--- src/shared/rm_pcs_pkg.sv ---
// Shared constants and types for the basic-mode rate match channel.
package rm_pcs_pkg;
  localparam int CLK_PERIOD_NS = 10;
  localparam int CAL_TIME_NS = 10000;
  localparam int CAL_CYCLES = (CAL_TIME_NS + CLK_PERIOD_NS - 1) / CLK_PERIOD_NS;
  localparam int SYM_W = 9;
  localparam int SKIP_MAX_DEL = 4;
  localparam int SKIP_MAX_INS = 4;
  localparam int SKIP_CLUSTER_LIMIT = 5;
  localparam logic [8:0] EMPTY_FILL_SYM = 9'h1FE;
  localparam logic [8:0] SKIP_SYM_RESET = 9'h11C;
  localparam logic [7:0] ADDR_CTRL = 8'h00;
  localparam logic [7:0] ADDR_SKIP = 8'h04;
  localparam logic [7:0] ADDR_THRESH = 8'h08;
  localparam logic [7:0] ADDR_IRQ_STATUS = 8'h0C;
  localparam logic [7:0] ADDR_IRQ_MASK = 8'h10;
  localparam logic [7:0] ADDR_STATE = 8'h14;
  localparam int CTRL_LOW_LAT = 0;
  localparam int CTRL_TX_IDLE = 1;
  localparam int CTRL_CODEC_EN = 2;
  localparam logic [2:0] CTRL_RESET = 3'h4;
  localparam int THR_HI_LSB = 0;
  localparam int THR_LO_LSB = 8;
  localparam logic [7:0] THR_HI_RESET = 8'h0C;
  localparam logic [7:0] THR_LO_RESET = 8'h04;
  localparam int EV_OVERFLOW = 0;
  localparam int EV_UNDERFLOW = 1;
  localparam int EV_DELETE = 2;
  localparam int EV_INSERT = 3;
  localparam int EV_CAL_DONE = 4;
  localparam int EV_W = 5;
  localparam int ST_CAL_BUSY = 8;
  localparam int ST_CAL_DONE = 9;
  localparam int ST_SIG_DET = 10;
  typedef enum logic [1:0] {RD_NONE, RD_POP, RD_INSERT, RD_EMPTY} rd_kind_t;
  typedef enum logic [1:0] {CAL_OFF, CAL_RUN, CAL_DONE} cal_state_t;
endpackage : rm_pcs_pkg

--- src/rtl/rm_sym_mem.sv ---
// Small dual-port symbol store with registered read data.
`timescale 1ns/1ns
`default_nettype none
module rm_sym_mem #(
  parameter int WIDTH = 10,
  parameter int DEPTH = 16,
  parameter int AW = 4
) (
  input wire logic clock,
  input wire logic wr_en,
  input wire logic [AW-1:0] wr_addr,
  input wire logic [WIDTH-1:0] wr_data,
  input wire logic [AW-1:0] rd_addr,
  output logic [WIDTH-1:0] rd_data
);
  logic [WIDTH-1:0] mem [DEPTH];

  always_ff @(posedge clock) begin
    if (wr_en) begin
      mem[wr_addr] <= wr_data;
    end
    rd_data <= mem[rd_addr];
  end
endmodule : rm_sym_mem
`default_nettype wire

--- src/rtl/rm_cal_seq.sv ---
// Calibration sequencer that restarts whenever its power-down is released.
`timescale 1ns/1ns
`default_nettype none
module rm_cal_seq
  import rm_pcs_pkg::*;
#(
  parameter int CYCLES = CAL_CYCLES
) (
  input wire logic clock,
  input wire logic rst_b,
  input wire logic power_down,
  output logic cal_busy,
  output logic cal_done,
  output logic cal_done_pulse
);
  typedef struct packed {
    cal_state_t st;
    logic [31:0] cnt;
    logic busy;
    logic done;
    logic pulse;
  } cal_reg_t;

  cal_reg_t r_q, r_d;

  always_comb begin
    r_d = r_q;
    r_d.pulse = 1'b0;
    case (r_q.st)
      CAL_OFF: begin
        if (!power_down) begin
          r_d.st = CAL_RUN; // RULE_08
          r_d.cnt = '0;
        end
      end
      CAL_RUN: begin
        if (r_q.cnt == 32'(CYCLES - 1)) begin
          r_d.st = CAL_DONE;
          r_d.pulse = 1'b1;
        end else begin
          r_d.cnt = r_q.cnt + 32'h0000_0001;
        end
      end
      CAL_DONE: begin
      end
      default: begin
        r_d.st = CAL_OFF;
      end
    endcase
    if (power_down) begin
      r_d.st = CAL_OFF;
      r_d.pulse = 1'b0;
    end
    r_d.busy = (r_d.st == CAL_RUN);
    r_d.done = (r_d.st == CAL_DONE);
  end

  always_ff @(posedge clock) begin
    if (!rst_b) begin
      r_q <= '{st: CAL_RUN, cnt: 32'h0000_0000, busy: 1'b1, done: 1'b0, pulse: 1'b0};
    end else begin
      r_q <= r_d;
    end
  end

  assign cal_busy = r_q.busy;
  assign cal_done = r_q.done;
  assign cal_done_pulse = r_q.pulse;
endmodule : rm_cal_seq
`default_nettype wire

--- src/rtl/basic_rate_match_pcs.sv ---
// Basic-mode receive rate match FIFO with bypass, transmit idle and calibration control.
// How it works
// RULE_01: Delete at most four skips per cluster, always leaving at least one skip.
// RULE_02: Insert at most four skips per cluster, keeping the cluster below five skips.
// RULE_03: Drop the byte arriving at full; flag overflow with the next byte written.
// RULE_04: On empty emit K30.7 (9'h1FE) and flag underflow with that character.
// RULE_05: Low-latency option routes received symbols around the rate match path.
// RULE_06: Transmit electrical idle releases the differential driver, leaving common mode.
// RULE_07: Software enables signal detect only when 8B/10B coding is active.
// RULE_08: Calibration restarts each time its power-down input is released.
// RULE_09: Calibration clock from the fabric must not exceed 125 MHz.
// RULE_10: All channels share one calibration clock and one power-down signal.
// RULE_11: Overflow and underflow flags pulse for exactly one read cycle per event.
//
// Implementation choices: the placing of the registers and the plain strobed port.
`timescale 1ns/1ns
`default_nettype none
module basic_rate_match_pcs
  import rm_pcs_pkg::*;
#(
  parameter int DEPTH = 16,
  parameter int AW = 4,
  parameter int CAL_LEN = CAL_CYCLES
) (
  input wire logic clock,
  input wire logic rst_b,
  input wire logic [7:0] reg_addr,
  input wire logic [31:0] reg_wdata,
  input wire logic reg_wr,
  input wire logic reg_rd,
  output logic [31:0] reg_rdata,
  output logic irq,
  input wire logic [SYM_W-1:0] rx_in_sym,
  input wire logic rx_in_valid,
  input wire logic rx_out_req,
  output logic [SYM_W-1:0] rx_out_sym,
  output logic rx_out_valid,
  output logic rx_overflow,
  output logic rx_underflow,
  input wire logic rx_sig_det_pin,
  output logic rx_signal_detect,
  input wire logic tx_bit,
  output logic tx_p_out,
  output logic tx_n_out,
  output logic tx_p_oe,
  output logic tx_n_oe,
  input wire logic cal_power_down_pin,
  output logic cal_busy,
  output logic cal_done
);
  localparam int CW = AW + 1;
  localparam int MW = SYM_W + 1;

  typedef struct packed {
    logic [2:0] ctrl;
    logic [8:0] skip_sym;
    logic [7:0] thr_hi;
    logic [7:0] thr_lo;
    logic [EV_W-1:0] ev_status;
    logic [EV_W-1:0] ev_mask;
    logic [31:0] rdata;
    logic irq;
    logic [AW-1:0] wptr;
    logic [AW-1:0] rptr;
    logic [CW-1:0] count;
    logic ovf_pend;
    logic [2:0] wr_cluster;
    logic [2:0] wr_deleted;
    logic [2:0] rd_cluster;
    logic [2:0] rd_inserted;
    rd_kind_t rd_kind;
    logic [8:0] out_sym;
    logic out_valid;
    logic ovf_out;
    logic unf_out;
    logic sd_meta;
    logic sd_sync;
    logic pd_meta;
    logic pd_sync;
    logic sig_det;
    logic tx_p;
    logic tx_n;
    logic tx_oe;
  } state_t;

  state_t s_q, s_d;
  logic mem_we;
  logic [MW-1:0] mem_wdata;
  logic [MW-1:0] mem_rdata;
  logic cal_busy_w;
  logic cal_done_w;
  logic cal_pulse_w;

  function automatic logic [31:0] read_mux(input state_t s, input logic [7:0] a, input logic cb, input logic cd);
    logic [31:0] v;
    v = '0;
    case (a)
      ADDR_CTRL: v[2:0] = s.ctrl;
      ADDR_SKIP: v[8:0] = s.skip_sym;
      ADDR_THRESH: begin
        v[THR_HI_LSB +: 8] = s.thr_hi;
        v[THR_LO_LSB +: 8] = s.thr_lo;
      end
      ADDR_IRQ_STATUS: v[EV_W-1:0] = s.ev_status;
      ADDR_IRQ_MASK: v[EV_W-1:0] = s.ev_mask;
      ADDR_STATE: begin
        v[CW-1:0] = s.count;
        v[ST_CAL_BUSY] = cb;
        v[ST_CAL_DONE] = cd;
        v[ST_SIG_DET] = s.sig_det;
      end
      default: v = '0;
    endcase
    return v;
  endfunction : read_mux

  rm_sym_mem #(
    .WIDTH(MW),
    .DEPTH(DEPTH),
    .AW(AW)
  ) u_mem (
    .clock(clock),
    .wr_en(mem_we),
    .wr_addr(s_q.wptr),
    .wr_data(mem_wdata),
    .rd_addr(s_q.rptr),
    .rd_data(mem_rdata)
  );

  rm_cal_seq #(
    .CYCLES(CAL_LEN)
  ) u_cal (
    .clock(clock),
    .rst_b(rst_b),
    .power_down(s_q.pd_sync),
    .cal_busy(cal_busy_w),
    .cal_done(cal_done_w),
    .cal_done_pulse(cal_pulse_w)
  );

  always_comb begin
    logic [EV_W-1:0] ev;
    logic low_lat;
    logic is_skip;
    logic del;
    logic drop;
    logic pop;
    logic ins;
    logic last_skip;
    logic [2:0] cl;
    logic [2:0] ci;
    s_d = s_q;
    ev = '0;
    low_lat = s_q.ctrl[CTRL_LOW_LAT];
    del = 1'b0;
    drop = 1'b0;
    pop = 1'b0;
    ins = 1'b0;
    is_skip = 1'b0;
    last_skip = 1'b0;
    cl = 3'h0;
    ci = 3'h0;
    mem_we = 1'b0;
    mem_wdata = {s_q.ovf_pend, rx_in_sym};

    // Pin inputs pass two flops; only the second is looked at.
    s_d.sd_meta = rx_sig_det_pin;
    s_d.sd_sync = s_q.sd_meta;
    s_d.pd_meta = cal_power_down_pin;
    s_d.pd_sync = s_q.pd_meta;
    s_d.sig_det = s_q.sd_sync & s_q.ctrl[CTRL_CODEC_EN]; // RULE_07

    s_d.tx_oe = ~s_q.ctrl[CTRL_TX_IDLE]; // RULE_06
    s_d.tx_p = s_q.ctrl[CTRL_TX_IDLE] ? 1'b0 : tx_bit;
    s_d.tx_n = s_q.ctrl[CTRL_TX_IDLE] ? 1'b0 : ~tx_bit;

    // Write side: skip deletion and full handling.
    is_skip = (rx_in_sym == s_q.skip_sym);
    if (rx_in_valid && !low_lat) begin
      if (is_skip) begin
        if ((s_q.count >= CW'(s_q.thr_hi)) && (s_q.wr_cluster != 3'h0) &&
            (s_q.wr_deleted < 3'(SKIP_MAX_DEL))) begin
          del = 1'b1; // RULE_01
          s_d.wr_deleted = s_q.wr_deleted + 3'h1;
        end else if (s_q.wr_cluster != 3'h7) begin
          s_d.wr_cluster = s_q.wr_cluster + 3'h1;
        end
      end else begin
        s_d.wr_cluster = 3'h0;
        s_d.wr_deleted = 3'h0;
      end
      if (!del) begin
        if (s_q.count == CW'(DEPTH)) begin
          drop = 1'b1; // RULE_03
          s_d.ovf_pend = 1'b1;
        end else begin
          mem_we = 1'b1;
          s_d.ovf_pend = 1'b0;
          s_d.wptr = s_q.wptr + AW'(1);
        end
      end
    end

    // Output stage: the symbol read last cycle leaves now.
    s_d.out_valid = (s_q.rd_kind != RD_NONE);
    s_d.ovf_out = 1'b0;
    s_d.unf_out = 1'b0;
    cl = s_q.rd_cluster;
    ci = s_q.rd_inserted;
    last_skip = (s_q.rd_cluster != 3'h0);
    case (s_q.rd_kind)
      RD_POP: begin
        s_d.out_sym = mem_rdata[SYM_W-1:0];
        s_d.ovf_out = mem_rdata[SYM_W]; // RULE_03 RULE_11
        last_skip = (mem_rdata[SYM_W-1:0] == s_q.skip_sym);
        if (last_skip) begin
          cl = (s_q.rd_cluster == 3'h7) ? 3'h7 : s_q.rd_cluster + 3'h1;
        end else begin
          cl = 3'h0;
          ci = 3'h0;
        end
      end
      RD_INSERT: begin
        s_d.out_sym = s_q.skip_sym;
      end
      RD_EMPTY: begin
        s_d.out_sym = EMPTY_FILL_SYM; // RULE_04
        s_d.unf_out = 1'b1; // RULE_11
        // A fill symbol ends the cluster, so no skip may be repeated right after it.
        last_skip = 1'b0;
        cl = 3'h0;
        ci = 3'h0;
      end
      default: begin
        if (low_lat) begin
          s_d.out_sym = rx_in_sym; // RULE_05
          s_d.out_valid = rx_in_valid;
        end
      end
    endcase
    s_d.rd_cluster = cl;
    s_d.rd_inserted = ci;

    // Read side: pop, insert a skip, or fill an empty slot.
    s_d.rd_kind = RD_NONE;
    if (rx_out_req && !low_lat) begin
      if (last_skip && (s_q.count <= CW'(s_q.thr_lo)) && (ci < 3'(SKIP_MAX_INS)) &&
          (({1'b0, cl} + 4'h1) < 4'(SKIP_CLUSTER_LIMIT))) begin
        ins = 1'b1; // RULE_02
        s_d.rd_kind = RD_INSERT;
        s_d.rd_inserted = ci + 3'h1;
        s_d.rd_cluster = cl + 3'h1;
      end else if (s_q.count != '0) begin
        pop = 1'b1;
        s_d.rd_kind = RD_POP;
        s_d.rptr = s_q.rptr + AW'(1);
      end else begin
        s_d.rd_kind = RD_EMPTY; // RULE_04
      end
    end
    s_d.count = s_q.count + CW'(mem_we) - CW'(pop);
    if (low_lat) begin
      s_d.wptr = '0;
      s_d.rptr = '0;
      s_d.count = '0;
      s_d.ovf_pend = 1'b0;
    end

    ev[EV_OVERFLOW] = drop;
    ev[EV_UNDERFLOW] = (s_d.rd_kind == RD_EMPTY);
    ev[EV_DELETE] = del;
    ev[EV_INSERT] = ins;
    ev[EV_CAL_DONE] = cal_pulse_w;

    // Register port; a status bit set by hardware beats a write-one clear.
    s_d.rdata = reg_rd ? read_mux(s_q, reg_addr, cal_busy_w, cal_done_w) : 32'h0000_0000;
    if (reg_wr) begin
      case (reg_addr)
        ADDR_CTRL: s_d.ctrl = reg_wdata[2:0];
        ADDR_SKIP: s_d.skip_sym = reg_wdata[8:0];
        ADDR_THRESH: begin
          s_d.thr_hi = reg_wdata[THR_HI_LSB +: 8];
          s_d.thr_lo = reg_wdata[THR_LO_LSB +: 8];
        end
        ADDR_IRQ_STATUS: s_d.ev_status = s_q.ev_status & ~reg_wdata[EV_W-1:0];
        ADDR_IRQ_MASK: s_d.ev_mask = reg_wdata[EV_W-1:0];
        default: begin
        end
      endcase
    end
    s_d.ev_status = s_d.ev_status | ev;
    s_d.irq = |(s_d.ev_status & s_d.ev_mask);
  end

  always_ff @(posedge clock) begin
    if (!rst_b) begin
      s_q <= '0;
      s_q.ctrl <= CTRL_RESET;
      s_q.skip_sym <= SKIP_SYM_RESET;
      s_q.thr_hi <= THR_HI_RESET;
      s_q.thr_lo <= THR_LO_RESET;
      s_q.rd_kind <= RD_NONE;
      s_q.pd_meta <= 1'b1;
      s_q.pd_sync <= 1'b1;
    end else begin
      s_q <= s_d;
    end
  end

  assign reg_rdata = s_q.rdata;
  assign irq = s_q.irq;
  assign rx_out_sym = s_q.out_sym;
  assign rx_out_valid = s_q.out_valid;
  assign rx_overflow = s_q.ovf_out;
  assign rx_underflow = s_q.unf_out;
  assign rx_signal_detect = s_q.sig_det;
  assign tx_p_out = s_q.tx_p;
  assign tx_n_out = s_q.tx_n;
  assign tx_p_oe = s_q.tx_oe;
  assign tx_n_oe = s_q.tx_oe;
  // Calibration state leaves through its own flops inside the sequencer.
  assign cal_busy = cal_busy_w;
  assign cal_done = cal_done_w;
endmodule : basic_rate_match_pcs
`default_nettype wire

--- config.mk ---
export PLATFORM = sky130hd
export DESIGN_NAME = basic_rate_match_pcs
export DESIGN_NICKNAME = d
export VERILOG_FILES = /design/src/shared/rm_pcs_pkg.sv /design/src/rtl/rm_sym_mem.sv /design/src/rtl/rm_cal_seq.sv /design/src/rtl/basic_rate_match_pcs.sv
export SDC_FILE = /design/constraint.sdc
export NUM_CORES = 1
export LEC_CHECK = 0
export BUFFER_PORTS_ARGS = -buffer_cell sky130_fd_sc_hd__clkbuf_2
export CORE_AREA = 10 10 169 171
export DETAILED_ROUTE_END_ITERATION = 8
export DIE_AREA = 0 0 179 181
export GPL_TIMING_DRIVEN = 0
export PLACE_DENSITY = 0.86
export SLEW_MARGIN = 20
export SYNTH_ARGS = -nofsm -noshare
export SYNTH_HDL_FRONTEND = slang
export SYNTH_SLANG_ARGS = --single-unit
export TNS_END_PERCENT = 50
--- constraint.sdc ---
create_clock -name clock -period 3.55 [get_ports clock]
set_clock_uncertainty 0.15 [all_clocks]
set_input_delay 0.71 -clock clock [delete_from_list [all_inputs] [get_ports clock]]
set_output_delay 0.71 -clock clock [all_outputs]
set_load 0.01 [all_outputs]
---- After elaboration in Yosys (flattened, before gate mapping) ----
Memories as Yosys holds them, arrays and structs flattened. A register that Yosys moved wholly into a read port is not among the register bits.
Cells that the tools add are included.
storage, ports and cells
  register bits ........................... 156
  bits in writable memories ............... 160
  bits of input ports ..................... 58
  output and inout port bits .............. 52
  logic and storage cells ................. 172
  memories ................................ 1
memory list
  memory     words  bits a word  read ports  clocked after Yosys merged registers in  write ports  RTL line          source
  u_mem.mem  16     10           1           1                                        1            rm_sym_mem.sv:16  logic [WIDTH-1:0] mem [DEPTH];
operators by class
  add/sub/neg operators ................... 11
  magnitude comparators ................... 5
  equal/unequal tests ..................... 24
  multiplexer cells ....................... 50
  bitwise logic cells ..................... 12
  reduce and logical (&&, ||, !) cells .... 33
operator list
  operator                                          number
  case mux 32 bit (2 select lines)                  1
  2-to-1 mux 34 bit                                 1
  adder 32 x 1 -> 32 bit (second input constant)    1
  == test 32 x 10 -> 1 bit (second input constant)  1
  2-to-1 mux 32 bit                                 1
  case mux 9 bit (3 select lines)                   1
  2-to-1 mux 1 bit                                  20
  2-to-1 mux 10 bit                                 2
  == test 9 bit                                     2
  2-to-1 mux 3 bit                                  6
  case mux 3 bit (2 select lines)                   3
  case mux 3 bit (6 select lines)                   1
  == test 8 x 4 -> 1 bit (second input constant)    2
  == test 8 x 5 -> 1 bit (second input constant)    2
  adder 3 x 1 -> 3 bit (second input constant)      5
  AND reduction 3 bit                               5
  AND reduction 2 bit                               7
  2-to-1 mux 6 bit                                  2
  AND 5 bit                                         2
  == test 2 bit (second input constant)             5
  2-to-1 mux 5 bit                                  2
  case mux 2 bit (5 select lines)                   1
  adder 4 x 1 -> 4 bit (second input constant)      2
  == test 8 x 3 -> 1 bit (second input constant)    1
  other kinds (34)                                  59

---- Depth between registers and ports, before layout ----
  depth in word-level cells ............... 13
  mapped depth ............................ 19
  mapped depth without buffers ............ 18

---- By module ----
Synthesis repeated with hierarchy kept, for this count alone.
second synthesis, totals
  cell total of the unflattened synthesis .. 1,119
  area total of the unflattened synthesis .. 13,486.7 sq um
modules (own cells, without submodules)
  module                instances  cells an instance  area an instance (sq um)  sequential area each (sq um)
  rm_sym_mem            1          279                6,353.6                   5,004.8
  basic_rate_match_pcs  1          634                5,352.6                   2,062.0
  rm_cal_seq            1          206                1,780.5                   740.7

---- Least setup slack after synthesis ----
No wires, ideal clock.
  path kind ............................... register to register
  start point ............................. reg s_q[39] (netlist name)
  end point ............................... reg s_q[39] (netlist name)
  library setup time ...................... 0.128 ns
  arrival ................................. 3.034 ns
  data required time ...................... 3.272 ns
  path slack .............................. 0.238 ns
  stages on the path, launching flop included .. 19
  path buffers ............................ 1
  clock period less this slack ............ 3.312 ns
  cells stage by stage .................... dfxtp_1 ha_1 a21oi_1 o211ai_1 and3_1 clkbuf_1 a211oi_2 inv_1 ha_1 inv_1 ha_1 inv_1 fa_1 inv_1 a21oi_1 nor2_1 nor2_1 xnor2_1 nor2_1
on the way
  word-level cells in the longest chain between the ends .. 10
  elaborated cells between the ends (all ways) .. 20
  those cells by class .................... add/sub (2); order compare (2); eq/ne (1); mux (9); reduce/logical (6)
ends and longest elaborated chain
  element                          RTL line                     source
  from (decl)                      basic_rate_match_pcs.sv:86   state_t s_q, s_d;
  >= comparator 5 bit              basic_rate_match_pcs.sv:181  if ((s_q.count >= CW'(s_q.thr_hi)) && (s_q.wr_cluster != 3'h0) &&
  logical AND 1 bit (2 in series)  basic_rate_match_pcs.sv:181
  2-to-1 mux 1 bit                 basic_rate_match_pcs.sv:181
  2-to-1 mux 1 bit                 basic_rate_match_pcs.sv:180  if (is_skip) begin
  2-to-1 mux 1 bit                 basic_rate_match_pcs.sv:179  if (rx_in_valid && !low_lat) begin
  2-to-1 mux 1 bit                 basic_rate_match_pcs.sv:192  if (!del) begin
  2-to-1 mux 1 bit                 basic_rate_match_pcs.sv:179
  adder 5 x 1 -> 5 bit             basic_rate_match_pcs.sv:261  s_d.count = s_q.count + CW'(mem_we) - CW'(pop);
  subtractor 5 x 1 -> 5 bit *      basic_rate_match_pcs.sv:261
Mark *: on every way between the ends. The rest lies on a longest branch, timed or not. The select of a mux whose other input is x is not followed.
A chain may end at the register's enable or synchronous reset.

---- Worst setup path in the final report ----
Same ends and word-level chain as after synthesis.

==> flow_summary_export.csv <==
group,metric,value,unit
run_status,outcome,"finished, final reports clean",
critical_path,worst_setup_path_end_kind,"register",
routing,via_per_inst,5.93,
floorplan,pin_count,110,
clock_network,cts_buffer_depth,3,
global_routing,grt_overflow,0,
floorplan,start_util,53.5,%
synth,ys_ff_latch,310,
critical_path,path_class,"register to register",
timing,fmax,0.293,GHz
synth,syn_avg_cell_area,11.6,um^2
clock_network,cts_buffers,30,
worst_hold_path,hold_path_class,"primary input to register",
clock_network,h-tree-depth,1,
synth,yosysSeqAreaShare,58.2,%
critical_path,cp.required,3.82,ns
floorplan,num_rows,58,
finish,layout_commonest_cell,"edfxtp_1",
timing,setup_viol,0,
critical_path,timing.rr.end,"s_q[39]",
synth,syn_inst,1157,
synth,synth-edff-count,160,
timing,fin_setup_tns,0,ns
critical_path,critPathMaxFanout,8,
critical_path,crit_end,"s_q[39]",
routing,first_iter_violations,1073,
synth,async_flop_share,0,%
timing,hold_viol,0,
finish,final_cell_mix,"160 x edfxtp_1, 135 x dfxtp_1, 104 x nand2_1",
finish,final_util,62.0,%
critical_path,critical_path_arrival,3.68,ns
timing,fin_crit_sh,96.1,%
clock_network,worstSkewPairLatency,0.56,ns
clock_network,cts_tree,"done",
pwr,peakVddDrop,0.357,mV
routing,wl,32900,um
clock_network,ctsRootBufferMaster,"clkbuf_16",
finish,antenna_cells,0,
finish,nets,1378,
critical_path,startpoint,"s_q[39]",
critical_path,cp-start-kind,"register",
global_routing,grt_pass1_wl,50700,um
global_routing,grt_start_max_net_pins,19,
routing,postRouteAntennaNets,0,
critical_path,rrSetupSlack,0.14,ns
floorplan,die_w,179,um
synth,synthFlopType,"edfxtp_1",
timing,worst_hold_slack,0.177,ns
pwr,total_power,9.45,mW
clock_network,clkSlewWorstSetupHoldPaths,0.06,ns
timing,drv_slew,0,
floorplan,dieArea,0.0324,mm^2
timing,slew_headroom,30.7,%
critical_path,r2r_cells,17,
clock_network,cts_hold_buf,0,
placement,place_ws,-0.448,ns
floorplan,core,0.0250,mm^2
timing,tightest_slew,1.04,ns
routing,drc_errors,0,
synth,synth-warning-count,0,
clock_network,cts.sinks,310,
placement,gp_congestion,0.924,
pwr,p_per_area,609,mW/mm^2
global_routing,grt_pass1_vias,9297,
global_routing,antenna_found_initial,0,
timing,fin_ws,0.140,ns
critical_path,r2r-start,"s_q[39]",
routing,dr.pass1.iters,6,
global_routing,grt.total_usage,19.6,%
routing,vias,9715,
pwr,p_leak,5.65,nW
placement,portBuffers,76,
routing,wl_per_cell,20.1,um
floorplan,die_y,181,um
placement,dp_hpwl,22700,um
finish,syn_to_final_growth,15.7,%
run,max-cap-violations,0,
synth,synth.distinct_cells,61,
synth,synth_area,0.0134,mm^2
finish,drive_gt1_share,19.3,%
timing,min_period,3.41,ns
==> layout make-up <==
class                   count  area [um^2]
multi-input cells         731         5100
fillers                  1814         9530
clock buffers              33          815
inverters                  36          135
flip-flops and latches    310         7830
repair buffers             81          418
clock inverters            23          282
well taps                 330          413
plain buffers              94          520
==> cell families (layout without fill, tap and decap cells) <==
| logic type | count (synthesis) | after routing | synth area share, % |
|---|---|---|---|
| AOI/OAI and AO/OA | 188 | 188 | 8.92 |
| buffers and inverters | 131 | 267 | 4.92 |
| and+or+nand+nor | 363 | 363 | 13.2 |
| muxes | 78 | 78 | 8.04 |
| adders and majority gates | 36 | 36 | 3.42 |
| other | 1 | 16 | 0.0280 |
| xor gates and xnor gates | 50 | 50 | 3.27 |
| DFF | 310 | 310 | 58.2 |
==> critical path: stages (launching register included) <==
cell and delay [ns]:
dfxtp_4 0.43, ha_4 0.24, a2111oi_4 0.37, o221ai_2 0.17
o211a_1 0.20, a21oi_4 0.17, nor2_1 0.10, ha_1 0.30
inv_1 0.06, ha_1 0.15, inv_1 0.05, fa_1 0.35
inv_1 0.10, a21oi_1 0.08, nor2_1 0.09, nor2_1 0.06
xnor2_1 0.14, nor2_1 0.06
==> sequential cells by signal, indices dropped and copies added, names as in the netlist, 2 cells and up <==
signal,count
s_q,67
u_mem.rd_data,10
u_mem.mem,160
s_d,2
rx_out_sym,9
u_cal.r_q,34
reg_rdata,16
==> cell usage after synthesis, types with 2 or more instances <==
library cell    n  area share (%)
a31oi_1         2           0.093
o31ai_1         3            0.17
a21boi_0        2            0.11
a22o_1          2            0.13
and4_1          5            0.33
nand2b_1        8            0.37
dfxtp_1       150              22
mux2_2          7            0.59
edfxtp_1      160              36
xor2_1         24             1.6
o21ai_0        34             1.3
mux4_2         23             3.9
and3_1          7            0.33
nor2_1        100             2.8
nand3_1        34             1.3
or2_2           4            0.19
clkbuf_1       40             1.1
inv_1          36             1.0
or3_1           7            0.33
xnor2_1        26             1.7
and2_1         18            0.84
nor2b_1         7            0.33
buf_2           8            0.30
buf_1           5            0.14
nand4_1        14            0.65
or4b_1          2            0.15
nor3_1         21            0.78
a22oi_1        20             1.1
nor4b_1         5            0.33
ha_1           35             3.3
mux2i_1        48             3.6
a21oi_1        72             2.7
o211ai_1        7            0.39
a211oi_1       11            0.62
a221oi_1       20             1.3
o2111ai_1       3            0.20
buf_4          42             2.4
a21o_1          2            0.11
nor4_1         18            0.84
nand2_1       104             2.9
==> timing repair <==
action,4_1_cts,5_1_grt
pin swaps,1,2
gates resized for setup,6,24
buffers inserted,2,2
endpoints found under the setup margin,84,100
cloned,0,0
==> how the worst min path moves through the flow <==
stage / from / end / slack, ns / cells past startpoint
2_1_floorplan: s_d[4] / s_q[4] / 0.24 / 1
3_3_place_gp: s_d[4] / s_q[4] / 0.25 / 1
3_5_place_dp: s_d[4] / s_q[4] / 0.25 / 1
4_1_cts: tx_bit / tx_n_out / 0.16 / 2
5_1_grt: tx_bit / tx_n_out / 0.18 / 2
6_report: tx_bit / tx_n_out / 0.18 / 2
==> where the power goes <==
group | switching, mW | internal (mW)
combinational | 1.03 | 0.795
sequential | 0.178 | 3.99
clock | 1.37 | 2.09
==> routing by layer <==
layer / GRT usage, % / vias up / share of wire (%)
li1: - / 4412 / -
met1: 25.7 / 4723 / 39
met2: 32.1 / 499 / 48
met3: 3.36 / 81 / 9.4
met4: 6.45 / 0 / 3.0
met5: 0 / - / 0
==> metrics by stage <==
stage	cell area, um^2	cells
floorplan	13500	1172
global placement	14300	1578
detailed placement	14300	1579
CTS	15400	1637
global route	15500	1638
finish	15500	1638
Power figures use the tool's default switching activity.
